<file path="config.mk">
export PLATFORM = sky130hd
export DESIGN_NAME = bfx_datapath
export DESIGN_NICKNAME = d
export VERILOG_FILES = /design/src/bfx_datapath.v
export VERILOG_INCLUDE_DIRS = /design/src
export SDC_FILE = /design/constraint.sdc
export NUM_CORES = 1
export LEC_CHECK = 0
export ABC_AREA = 1
export ABC_CLOCK_PERIOD_IN_PS = 5440
export CAP_MARGIN = 40
export CELL_PAD_IN_SITES_DETAIL_PLACEMENT = 0
export CELL_PAD_IN_SITES_GLOBAL_PLACEMENT = 1
export CORE_MARGIN = 5
export CORE_UTILIZATION = 44
export CTS_BUF_LIST = sky130_fd_sc_hd__clkbuf_8
export DETAILED_ROUTE_END_ITERATION = 8
export DONT_BUFFER_PORTS = 1
export PLACE_DENSITY = 0.93
export SYNTH_ARGS = -nofsm -noshare
export SYNTH_HDL_FRONTEND = slang
export SYNTH_SLANG_ARGS = --single-unit
</file>
<file path="constraint.sdc">
create_clock -name MCLK_I -period 5.44 [get_ports MCLK_I]
set_input_delay 1.632 -clock MCLK_I [delete_from_list [all_inputs] [get_ports MCLK_I]]
set_output_delay 1.632 -clock MCLK_I [all_outputs]
set_load 0.005 [all_outputs]
</file>
<file path="src/bfx_regs.vh">
// Opcode encodings and field constants for the bitfield and extend datapath
`ifndef BFX_REGS_VH
`define BFX_REGS_VH

// Operation select codes
`define BFX_OP_W 4
`define BFX_OP_FIELD_CLEAR 4'h0
`define BFX_OP_FIELD_INSERT 4'h1
`define BFX_OP_SIGNED_FIELD_EXTRACT 4'h2
`define BFX_OP_UNSIGNED_FIELD_EXTRACT 4'h3
`define BFX_OP_SIGNED_BYTE_EXTEND 4'h4
`define BFX_OP_SIGNED_HALF_EXTEND 4'h5
`define BFX_OP_UNSIGNED_BYTE_EXTEND 4'h6
`define BFX_OP_UNSIGNED_HALF_EXTEND 4'h7

// Rotation select codes
`define BFX_ROT_W 2
`define BFX_ROT_NONE 2'h0
`define BFX_ROT_8 2'h1
`define BFX_ROT_16 2'h2
`define BFX_ROT_24 2'h3

// Field geometry
`define BFX_DATA_W 32
`define BFX_LSB_W 5
`define BFX_WIDTH_W 6
`define BFX_LSB_MAX 5'h1F
`define BFX_WIDTH_MIN 6'h01
`define BFX_WIDTH_LIMIT 6'h20
`define BFX_BYTE_MSB 6'h07
`define BFX_HALF_MSB 6'h0F

// Reset value of the result registers
`define BFX_RESULT_RST 32'h00000000

`endif

</file>
<file path="src/bfx_datapath.v">
// Bitfield clear/insert/extract and byte/halfword extend datapath, one cycle
//Function
// - Field clear zeroes width bits from lsb
// - Field insert copies source low bits into field
// - Low bit position accepted only 0 to 31
// - Width 1 to 32 minus lsb only
// - Signed extract sign-extends field to 32 bits
// - Unsigned extract zero-extends field to 32 bits
// - Size selects byte or halfword input
// - Rotate right 0, 8, 16, 24 first
// - Byte forms use bits 7:0
// - Halfword forms use bits 15:0
// - Condition flags never altered
`timescale 1ns/1ps
`include "bfx_regs.vh"

module bfx_datapath #(
   parameter DATA_W = `BFX_DATA_W
) (
   // Clock and reset
   input wire MCLK_I,
   input wire RESET_N_I,
   // Issue from decoder
   input wire ISSUE_VALID_I,
   input wire [`BFX_OP_W-1:0] OP_SEL_I,
   input wire COND_PASS_I,
   input wire [31:0] DEST_OLD_I,
   input wire [31:0] SOURCE_REG_I,
   input wire [31:0] OPERAND_REG_I,
   input wire [`BFX_LSB_W-1:0] LSB_I,
   input wire [`BFX_WIDTH_W-1:0] WIDTH_I,
   input wire [`BFX_ROT_W-1:0] ROT_SEL_I,
   input wire [3:0] FLAGS_NZCV_I,
   input wire FLAG_Q_I,
   // Result to register file
   output reg RESULT_VALID_O,
   output reg WRITE_EN_O,
   output reg [31:0] RESULT_O,
   output reg OPERAND_ERR_O,
   output reg [3:0] FLAGS_NZCV_O,
   output reg FLAG_Q_O
);

   ////////////////////////////////////////////////////////////////////////////
   // Mask of width ones starting at bit lsb
   function [31:0] bfx_field_mask;
      input [`BFX_LSB_W-1:0] lsb;
      input [`BFX_WIDTH_W-1:0] width;
      reg [32:0] ones;
      begin
         ones = ({1'b0, 32'h00000000} | 33'h000000001) << width;
         ones = ones - 33'h000000001;
         bfx_field_mask = ones[31:0] << lsb;
      end
   endfunction

   // Replicate a chosen sign bit above position msb
   function [31:0] bfx_extend;
      input [31:0] val;
      input [5:0] msb;
      input is_signed;
      integer k;
      begin
         bfx_extend = 32'h00000000;
         for (k = 0; k < 32; k = k + 1) begin
            if (k <= msb) begin
               bfx_extend[k] = val[k];
            end else begin
               bfx_extend[k] = is_signed & val[msb[4:0]];
            end
         end
      end
   endfunction

   ////////////////////////////////////////////////////////////////////////////
   wire lsb_ok;
   wire width_ok;
   wire [6:0] width_sum;
   wire [31:0] mask;
   wire [31:0] field_shifted;
   wire [5:0] field_msb;
   reg [31:0] rotated;
   reg [31:0] result_nxt;
   reg op_known;

   // Out-of-range geometry is flagged and never written back
   assign lsb_ok = ({1'b0, LSB_I} <= {1'b0, `BFX_LSB_MAX});
   assign width_sum = {2'b00, LSB_I} + {1'b0, WIDTH_I};
   assign width_ok = (WIDTH_I >= `BFX_WIDTH_MIN) && (width_sum <= {1'b0, `BFX_WIDTH_LIMIT});
   assign mask = bfx_field_mask(LSB_I, WIDTH_I);
   assign field_shifted = SOURCE_REG_I >> LSB_I;
   assign field_msb = WIDTH_I - 6'h01;

   // Rotation ahead of byte and halfword extends
   always @* begin
      case (ROT_SEL_I)
         `BFX_ROT_8: rotated = {OPERAND_REG_I[7:0], OPERAND_REG_I[31:8]};
         `BFX_ROT_16: rotated = {OPERAND_REG_I[15:0], OPERAND_REG_I[31:16]};
         `BFX_ROT_24: rotated = {OPERAND_REG_I[23:0], OPERAND_REG_I[31:24]};
         default: rotated = OPERAND_REG_I;
      endcase
   end

   always @* begin
      result_nxt = DEST_OLD_I;
      op_known = 1'b1;
      case (OP_SEL_I)
         `BFX_OP_FIELD_CLEAR: result_nxt = DEST_OLD_I & ~mask;
         `BFX_OP_FIELD_INSERT: result_nxt = (DEST_OLD_I & ~mask) | ((SOURCE_REG_I << LSB_I) & mask);
         `BFX_OP_SIGNED_FIELD_EXTRACT: result_nxt = bfx_extend(field_shifted, field_msb, 1'b1);
         `BFX_OP_UNSIGNED_FIELD_EXTRACT: result_nxt = bfx_extend(field_shifted, field_msb, 1'b0);
         `BFX_OP_SIGNED_BYTE_EXTEND: result_nxt = bfx_extend(rotated, `BFX_BYTE_MSB, 1'b1);
         `BFX_OP_UNSIGNED_BYTE_EXTEND: result_nxt = bfx_extend(rotated, `BFX_BYTE_MSB, 1'b0);
         `BFX_OP_SIGNED_HALF_EXTEND: result_nxt = bfx_extend(rotated, `BFX_HALF_MSB, 1'b1);
         `BFX_OP_UNSIGNED_HALF_EXTEND: result_nxt = bfx_extend(rotated, `BFX_HALF_MSB, 1'b0);
         default: op_known = 1'b0;
      endcase
   end

   // Extends ignore lsb and width, so only field ops check geometry
   wire is_field_op;
   wire geom_bad;
   assign is_field_op = (OP_SEL_I <= `BFX_OP_UNSIGNED_FIELD_EXTRACT);
   assign geom_bad = !op_known || (is_field_op && !(lsb_ok && width_ok));

   ////////////////////////////////////////////////////////////////////////////
   always @(posedge MCLK_I) begin
      if (!RESET_N_I) begin
         RESULT_VALID_O <= 1'b0;
         WRITE_EN_O <= 1'b0;
         RESULT_O <= `BFX_RESULT_RST;
         OPERAND_ERR_O <= 1'b0;
         FLAGS_NZCV_O <= 4'h0;
         FLAG_Q_O <= 1'b0;
      end else begin
         RESULT_VALID_O <= ISSUE_VALID_I;
         WRITE_EN_O <= ISSUE_VALID_I && COND_PASS_I && !geom_bad;
         OPERAND_ERR_O <= ISSUE_VALID_I && geom_bad;
         // Old destination on suppression keeps the port stable
         RESULT_O <= (COND_PASS_I && !geom_bad) ? result_nxt : DEST_OLD_I;
         FLAGS_NZCV_O <= FLAGS_NZCV_I;
         FLAG_Q_O <= FLAG_Q_I;
      end
   end

endmodule // bfx_datapath

</file>
==> results of run 1 <==
[cell type report]
cell class / instances / area share [%]
clock inverters: 3 / 0.8403
inverters: 164 / 5.742
clock buffers: 5 / 0.6419
flip-flops and latches: 40 / 7.470
diodes: 1 / 0.02334
multi-input cells: 1807 / 79.74
well taps: 319 / 3.723
repair buffers: 26 / 1.821
[repair_timing]
item	in CTS	in global routing
resized for setup	0	1
hold buffers	0	0
setup endpoints to repair	0	3
[power groups by stage]
stage | clock, mW | sequential [mW] | combinational [mW]
5_1_grt | 0.357 | 0.329 | 0.995
3_5_place_dp | 0 | 0.335 | 0.870
4_1_cts | 0.341 | 0.328 | 0.873
6_report | 0.339 | 0.327 | 0.909
2_1_floorplan | 0 | 0.329 | 0.688
3_3_place_gp | 0 | 0.334 | 0.868
[Yosys cell counts, types with 6 or more instances]
library cell / instances / area, um^2
nand2_1: 683 / 2564
nand3_1: 556 / 2783
nor2_1: 192 / 720.7
inv_1: 142 / 533.0
o21ai_0: 95 / 475.5
a21oi_1: 62 / 310.3
clkbuf_1: 46 / 172.7
buf_2: 41 / 205.2
dfxtp_1: 40 / 800.8
buf_1: 26 / 97.59
nand4_1: 24 / 150.1
o211ai_1: 19 / 142.6
nor2_2: 18 / 112.6
a31oi_1: 15 / 93.84
inv_2: 15 / 56.30
o221ai_1: 14 / 122.6
ha_1: 12 / 150.1
nor3_1: 10 / 50.05
o22ai_1: 10 / 62.56
nor2_4: 9 / 101.4
buf_4: 8 / 60.06
nand2_2: 8 / 50.05
a211oi_1: 7 / 52.55
buf_6: 7 / 78.83
clkinv_1: 7 / 26.28
o21ai_1: 6 / 30.03
[critical path, stage by stage]
cell and delay (ns):
inv_1 0.43, ha_1 0.61, nor2_1 0.18, inv_1 0.14, nand2_2 0.18, nor2_1 0.18
inv_1 0.13, nor2_1 0.40, nand3_1 0.13, nand3_1 0.11, nor2_1 0.06, nand2_1 0.07
nand3_1 0.09, nand2_2 0.35, nand2_4 0.16, o21bai_1 0.36, nand2_1 0.10, a21oi_1 0.13
[metrics by stage]
step / worst slack, ns / hold WS (ns) / utilization [%] / instance area (um^2)
global route: 0.06579 / 1.423 / 45.53 / 10720
CTS: 0.1663 / 1.430 / 45.51 / 10720
finish: 0.1860 / 1.431 / 45.54 / 10720
global placement: -0.2010 / 1.727 / 44.84 / 10560
floorplan: 0.9642 / 1.730 / - / 10580
detailed placement: -0.1343 / 1.730 / 44.84 / 10560
[registers in the layout, summed over array words and instances, names as in the netlist]
register	count
RESULT_O	32
FLAGS_NZCV_O	4
FLAG_Q_O	1
OPERAND_ERR_O	1
RESULT_VALID_O	1
WRITE_EN_O	1
[how the worst max path moves through the flow]
stage / cells after the start / from / endpoint / slack (ns)
final: 18 / WIDTH_I[0] / RESULT_O[10] / 0.19
after global routing: 18 / WIDTH_I[0] / RESULT_O[10] / 0.07
after CTS: 18 / WIDTH_I[0] / RESULT_O[10] / 0.17
after detailed placement: 18 / WIDTH_I[0] / RESULT_O[10] / -0.13
after global placement: 18 / WIDTH_I[0] / RESULT_O[10] / -0.20
after floorplan: 20 / LSB_I[1] / RESULT_O[31] / 0.96
[cells by family after synthesis]
logic type / Yosys count / share of synthesized area, %
AO/OA/AOI/OAI: 256 / 14.39
XOR/XNOR: 8 / 0.6625
buffers and inverters: 292 / 11.63
adder cells (fa/ha/maj): 13 / 1.609
multiplexers: 5 / 0.4732
AND/OR/NAND/NOR: 1525 / 63.67
flip-flops: 40 / 7.571
[layer usage]
metal  routed length (um)  up-vias  GRT usage [%]
li1                     -     6983              -
met1                20630     6737          48.20
met2                21740     1011          54.42
met3                 5706      141          8.236
met4                 2420        0          13.80
met5                    0        -              0
==> qor.csv, run 1 <==
metric;value;unit
outcome;completed;
clock share of power;21.5;%
Period Utilization, post-route;96.58;%
register cell area after layout;800.8;um^2
internal cell power;814.3;uW
share of layout cells above drive strength 1;5.086;%
global-route wire length before repair;75910;um
asr flop ratio synth;0;%
Post-Route WL;50490;um
# setup viols final;0;
RSZ-0062 raised after global routing;no;
die height;165.0;um
worst min path class;input port to flip-flop;
CP required;5.64;ns
max-cap violation count;0;
CTS tree;built;
Hold Path End;FLAGS_NZCV_O[3];
Net Switching;759.9;uW
deepest clock path buffer count;2;
Die Area;27240;um^2
WP data arrival;5.45;ns
most common cell after layout, fill and taps aside;nand2_1;
post-synthesis cell area;10580;um^2
RePlAce Congestion;1.090;
Comb pwr share;57.7;%
post-route antenna net violation count;0;
dpl cells;2356;
setup TNS;0;ns
root buf cell;clkbuf_8;
via count;14870;
Mapped Cells;2139;
# DRC;0;
Area Overhead vs Synth;1.361;%
Peak Freq;190.3;MHz
maximum VDD drop;0.1082;mV
Worst Hold Depth;2;
Power, Total;1.574;mW
Slew Viols, Final;0;
Layout Nets;2179;
fill count;2724;
critical path launch point type;input port;
postcts setup bufs;0;
Setup crit end kind;flip-flop;
row count;56;
commonest non-fill, non-tap cells in the layout;682 x nand2_1, 556 x nand3_1, 192 x nor2_1;
Sw Share;48.27;%
H-tree depth;2;
PortBufs;0;
Critical Path Fanout Max;20;
Core Area;23540;um^2
Final Hold Viols;0;
Main synth FF type;dfxtp_1;
Avg Cell Area, Syn;4.945;um^2
syn nets;2274;
post-synthesis sequential element count;40;
yosys warns;0;
die extent in x;165.0;um
Sink Count;40;
pwr dens;146.8;nW/um^2
Routed WL per cell;21.35;um
DP HPWL;40080;um
Starting Density;44.92;%
CTS Buf Count;5;
Hold Startpoint;RESET_N_I;
Total GRT Usage;35.54;%
initial DRC count;2116;
Cell variety after synth;53;
register area share after synthesis;7.571;%
Tmin final;5.254;ns
post-route insts no fill;2365;
total grt overflow;0;
Worst-path clk slew;0.08;ns
Lkg Pwr;5.447;nW
vias per cell;6.288;
I/O pins;162;
Slew @ Worst Pin;0.7509;ns
Setup CP Type;input port to flip-flop;
worst rel slew slack;49.63;%
initial antenna violation count;1;
EDFF count, synth;0;
number of global-route vias before repair;13290;
largest net degree at the start of global routing;93;
first-pass iteration count of the detailed router;8;
Flop pwr share;20.8;%
area of the multi-input gates;8548;um^2
No activity file was read; power rests on OpenSTA's default activity.
==> run 2: changes to the inputs <==
--- a/config.mk
+++ b/config.mk
@@ -16,7 +16,9 @@
 export CTS_BUF_LIST = sky130_fd_sc_hd__clkbuf_8
 export DETAILED_ROUTE_END_ITERATION = 8
 export DONT_BUFFER_PORTS = 1
+export GPL_TIMING_DRIVEN = 0
 export PLACE_DENSITY = 0.93
+export RECOVER_POWER = 100
 export SYNTH_ARGS = -nofsm -noshare
 export SYNTH_HDL_FRONTEND = slang
 export SYNTH_SLANG_ARGS = --single-unit
==> constraint.sdc (replaced) <==
create_clock -name MCLK_I -period 5.44 [get_ports MCLK_I]
set_input_delay 0.272 -clock MCLK_I [delete_from_list [all_inputs] [get_ports MCLK_I]]
set_output_delay 0.272 -clock MCLK_I [all_outputs]
set_load 0.005 [all_outputs]
==> run 2 against run 1 <==
Critical path depth up 2. Clock power down 29%. Hold slack worse by 1.4 ns. Non-clock buffer count up 102. Flip-flop and latch count unchanged. Highest routed layer is now met5.
==> qor.csv, run 2 (same netlist as run 1, synthesis figures left out) <==
metric;value;unit;change
outcome;completed;;
Setup crit end kind;flip-flop;;
row count;56;;unchanged
Die Area;27240;um^2;unchanged
Core Area;23540;um^2;unchanged
Critical Path Source;LSB_I[1];;
number of global-route vias before repair;14490;;+9.1%
Peak Freq;203.4;MHz;+6.8%
worst min path class;input port to flip-flop;;
Power, Total;1.611;mW;+2.3%
Total GRT Usage;40.37;%;+4.8 points
Slew @ Worst Pin;0.9755;ns;+0.2246 ns
WP data arrival;5.16;ns;-0.29 ns
post-CTS sizing;0;;unchanged
Area Overhead vs Synth;4.767;%;
vias per cell;6.376;;+1.4%
Largest Register;RESULT_O;;
Worst-path clk slew;0.08;ns;about the same
post-route insts no fill;2466;;+4.3%
die extent in x;165.0;um;unchanged
CTS Buf Count;5;;unchanged
share of layout cells above drive strength 1;5.915;%;+0.83 points
Critical Path End;RESULT_O[31];;
Largest regs;RESULT_O (32), FLAGS_NZCV_O (4);;
setup TNS;0;ns;unchanged
H-tree depth;2;;unchanged
Inserted Diodes;0;;-1
worst rel slew slack;34.97;%;-15 points
initial antenna violation count;0;;-1
DP HPWL;47610;um;+19%
# setup viols final;0;;unchanged
CTS tree;built;;
Tmin final;4.917;ns;-0.3366 ns
Final Hold Viols;0;;unchanged
most common cell after layout, fill and taps aside;nand2_1;;
CTS Hold Bufs;0;;unchanged
post-route antenna net violation count;0;;unchanged
largest net degree at the start of global routing;13;;-86%
RePlAce Congestion;1.096;;+0.52%
maximum VDD drop;0.1013;mV;-6.4%
Sink Count;40;;unchanged
hold slack;0.06806;ns;-1.363 ns
max reg flops;32;;unchanged
Period Utilization, post-route;90.39;%;-6.2 points
critical path launch point type;input port;;
first-pass iteration count of the detailed router;8;;unchanged
Placement Cell Area;10980;um^2;+4.0%
root buf cell;clkbuf_8;;
dpl cells;2458;;+4.3%
global-route wire length before repair;84950;um;+12%
post-layout util;47.07;%;+1.5 points
Starting Density;44.92;%;unchanged
PortBufs;0;;unchanged
die height;165.0;um;unchanged
postcts setup bufs;0;;unchanged
final setup margin;0.5225;ns;+0.3366 ns
Layout Nets;2281;;+4.7%
CP required;5.68;ns;+0.04 ns
pwr dens;145.4;nW/um^2;-1.0%
commonest non-fill, non-tap cells in the layout;683 x nand2_1, 556 x nand3_1, 192 x nor2_1;;
max-cap violation count;0;;unchanged
Design Area, Final;11080;um^2;+3.4%
Lkg Pwr;5.629;nW;+3.3%
I/O pins;162;;unchanged
via count;15720;;+5.7%
Routed WL per cell;23.28;um;+9.0%
Critical Path Fanout Max;10;;-50%
initial DRC count;2698;;+28%
Post-Route WL;57400;um;+14%
deepest clock path buffer count;2;;unchanged
# DRC;0;;unchanged
RSZ-0062 raised after global routing;no;;
Setup CP Type;input port to flip-flop;;
Place WS;0.8096;ns;+0.9439 ns
Slew Viols, Final;0;;unchanged
total grt overflow;0;;unchanged
==> run 2: cell count changes in the layout (fill, tap and decap cells not counted), sizes merged <==
cell / delta
buf: +53
bufinv: -2
clkbuf: +49
clkinv: +2
diode: -1
==> run 2: worst max-delay path: stages <==
cell      delay [ns]
buf_2           0.18
inv_2           0.16
buf_2           0.26
clkbuf_1        0.44
clkbuf_1        0.79
fa_1            0.36
o21ai_0         0.16
xnor2_1         0.17
nand3_1         0.10
nand2_1         0.05
o21ai_0         0.61
nand2_1         0.24
nand2_1         0.26
clkinv_1        0.27
clkbuf_1        0.34
nand3_1         0.14
a21oi_1         0.11
nand3_1         0.13
nand2_1         0.05
inv_1           0.05
==> run 2: cell type report <==
class,count,area (um^2)
Inverter,164,615.6
Clock inverter,3,38.79
Fill cell,2791,12460
Tap cell,319,399.1
Multi-Input combinational cell,1807,8546
Clock buffer,5,68.82
Sequential cell,40,800.8
Buffer,128,611.8
==> run 2: metal layers <==
metal,wire length (um),up-vias,global-route usage (%),share of wire (%)
met5,9,-,0,0.016
met4,3678,2,19.62,6.4
met3,7262,242,10.86,13
met2,24290,1128,61.80,42
met1,22160,7154,52.29,39
li1,-,7196,-,-
==> run 2: worst min path at each step <==
stage | startpoint | endpoint | slack [ns] | cells after the start
2_1_floorplan | FLAGS_NZCV_I[0] | FLAGS_NZCV_O[0] | 0.37 | 2
3_5_place_dp | FLAGS_NZCV_I[1] | FLAGS_NZCV_O[1] | 0.37 | 2
4_1_cts | FLAGS_NZCV_I[1] | FLAGS_NZCV_O[1] | 0.07 | 2
5_1_grt | FLAGS_NZCV_I[1] | FLAGS_NZCV_O[1] | 0.07 | 2
6_report | FLAGS_NZCV_I[1] | FLAGS_NZCV_O[1] | 0.07 | 2
3_3_place_gp | FLAGS_NZCV_I[1] | FLAGS_NZCV_O[1] | 0.37 | 2
==> run 2: report_power, final <==
group	internal (mW)	total, mW	switching, mW
clock	0.134	0.242	0.107
sequential	0.314	0.328	0.0137
combinational	0.285	1.04	0.756
total	0.734	1.61	0.877
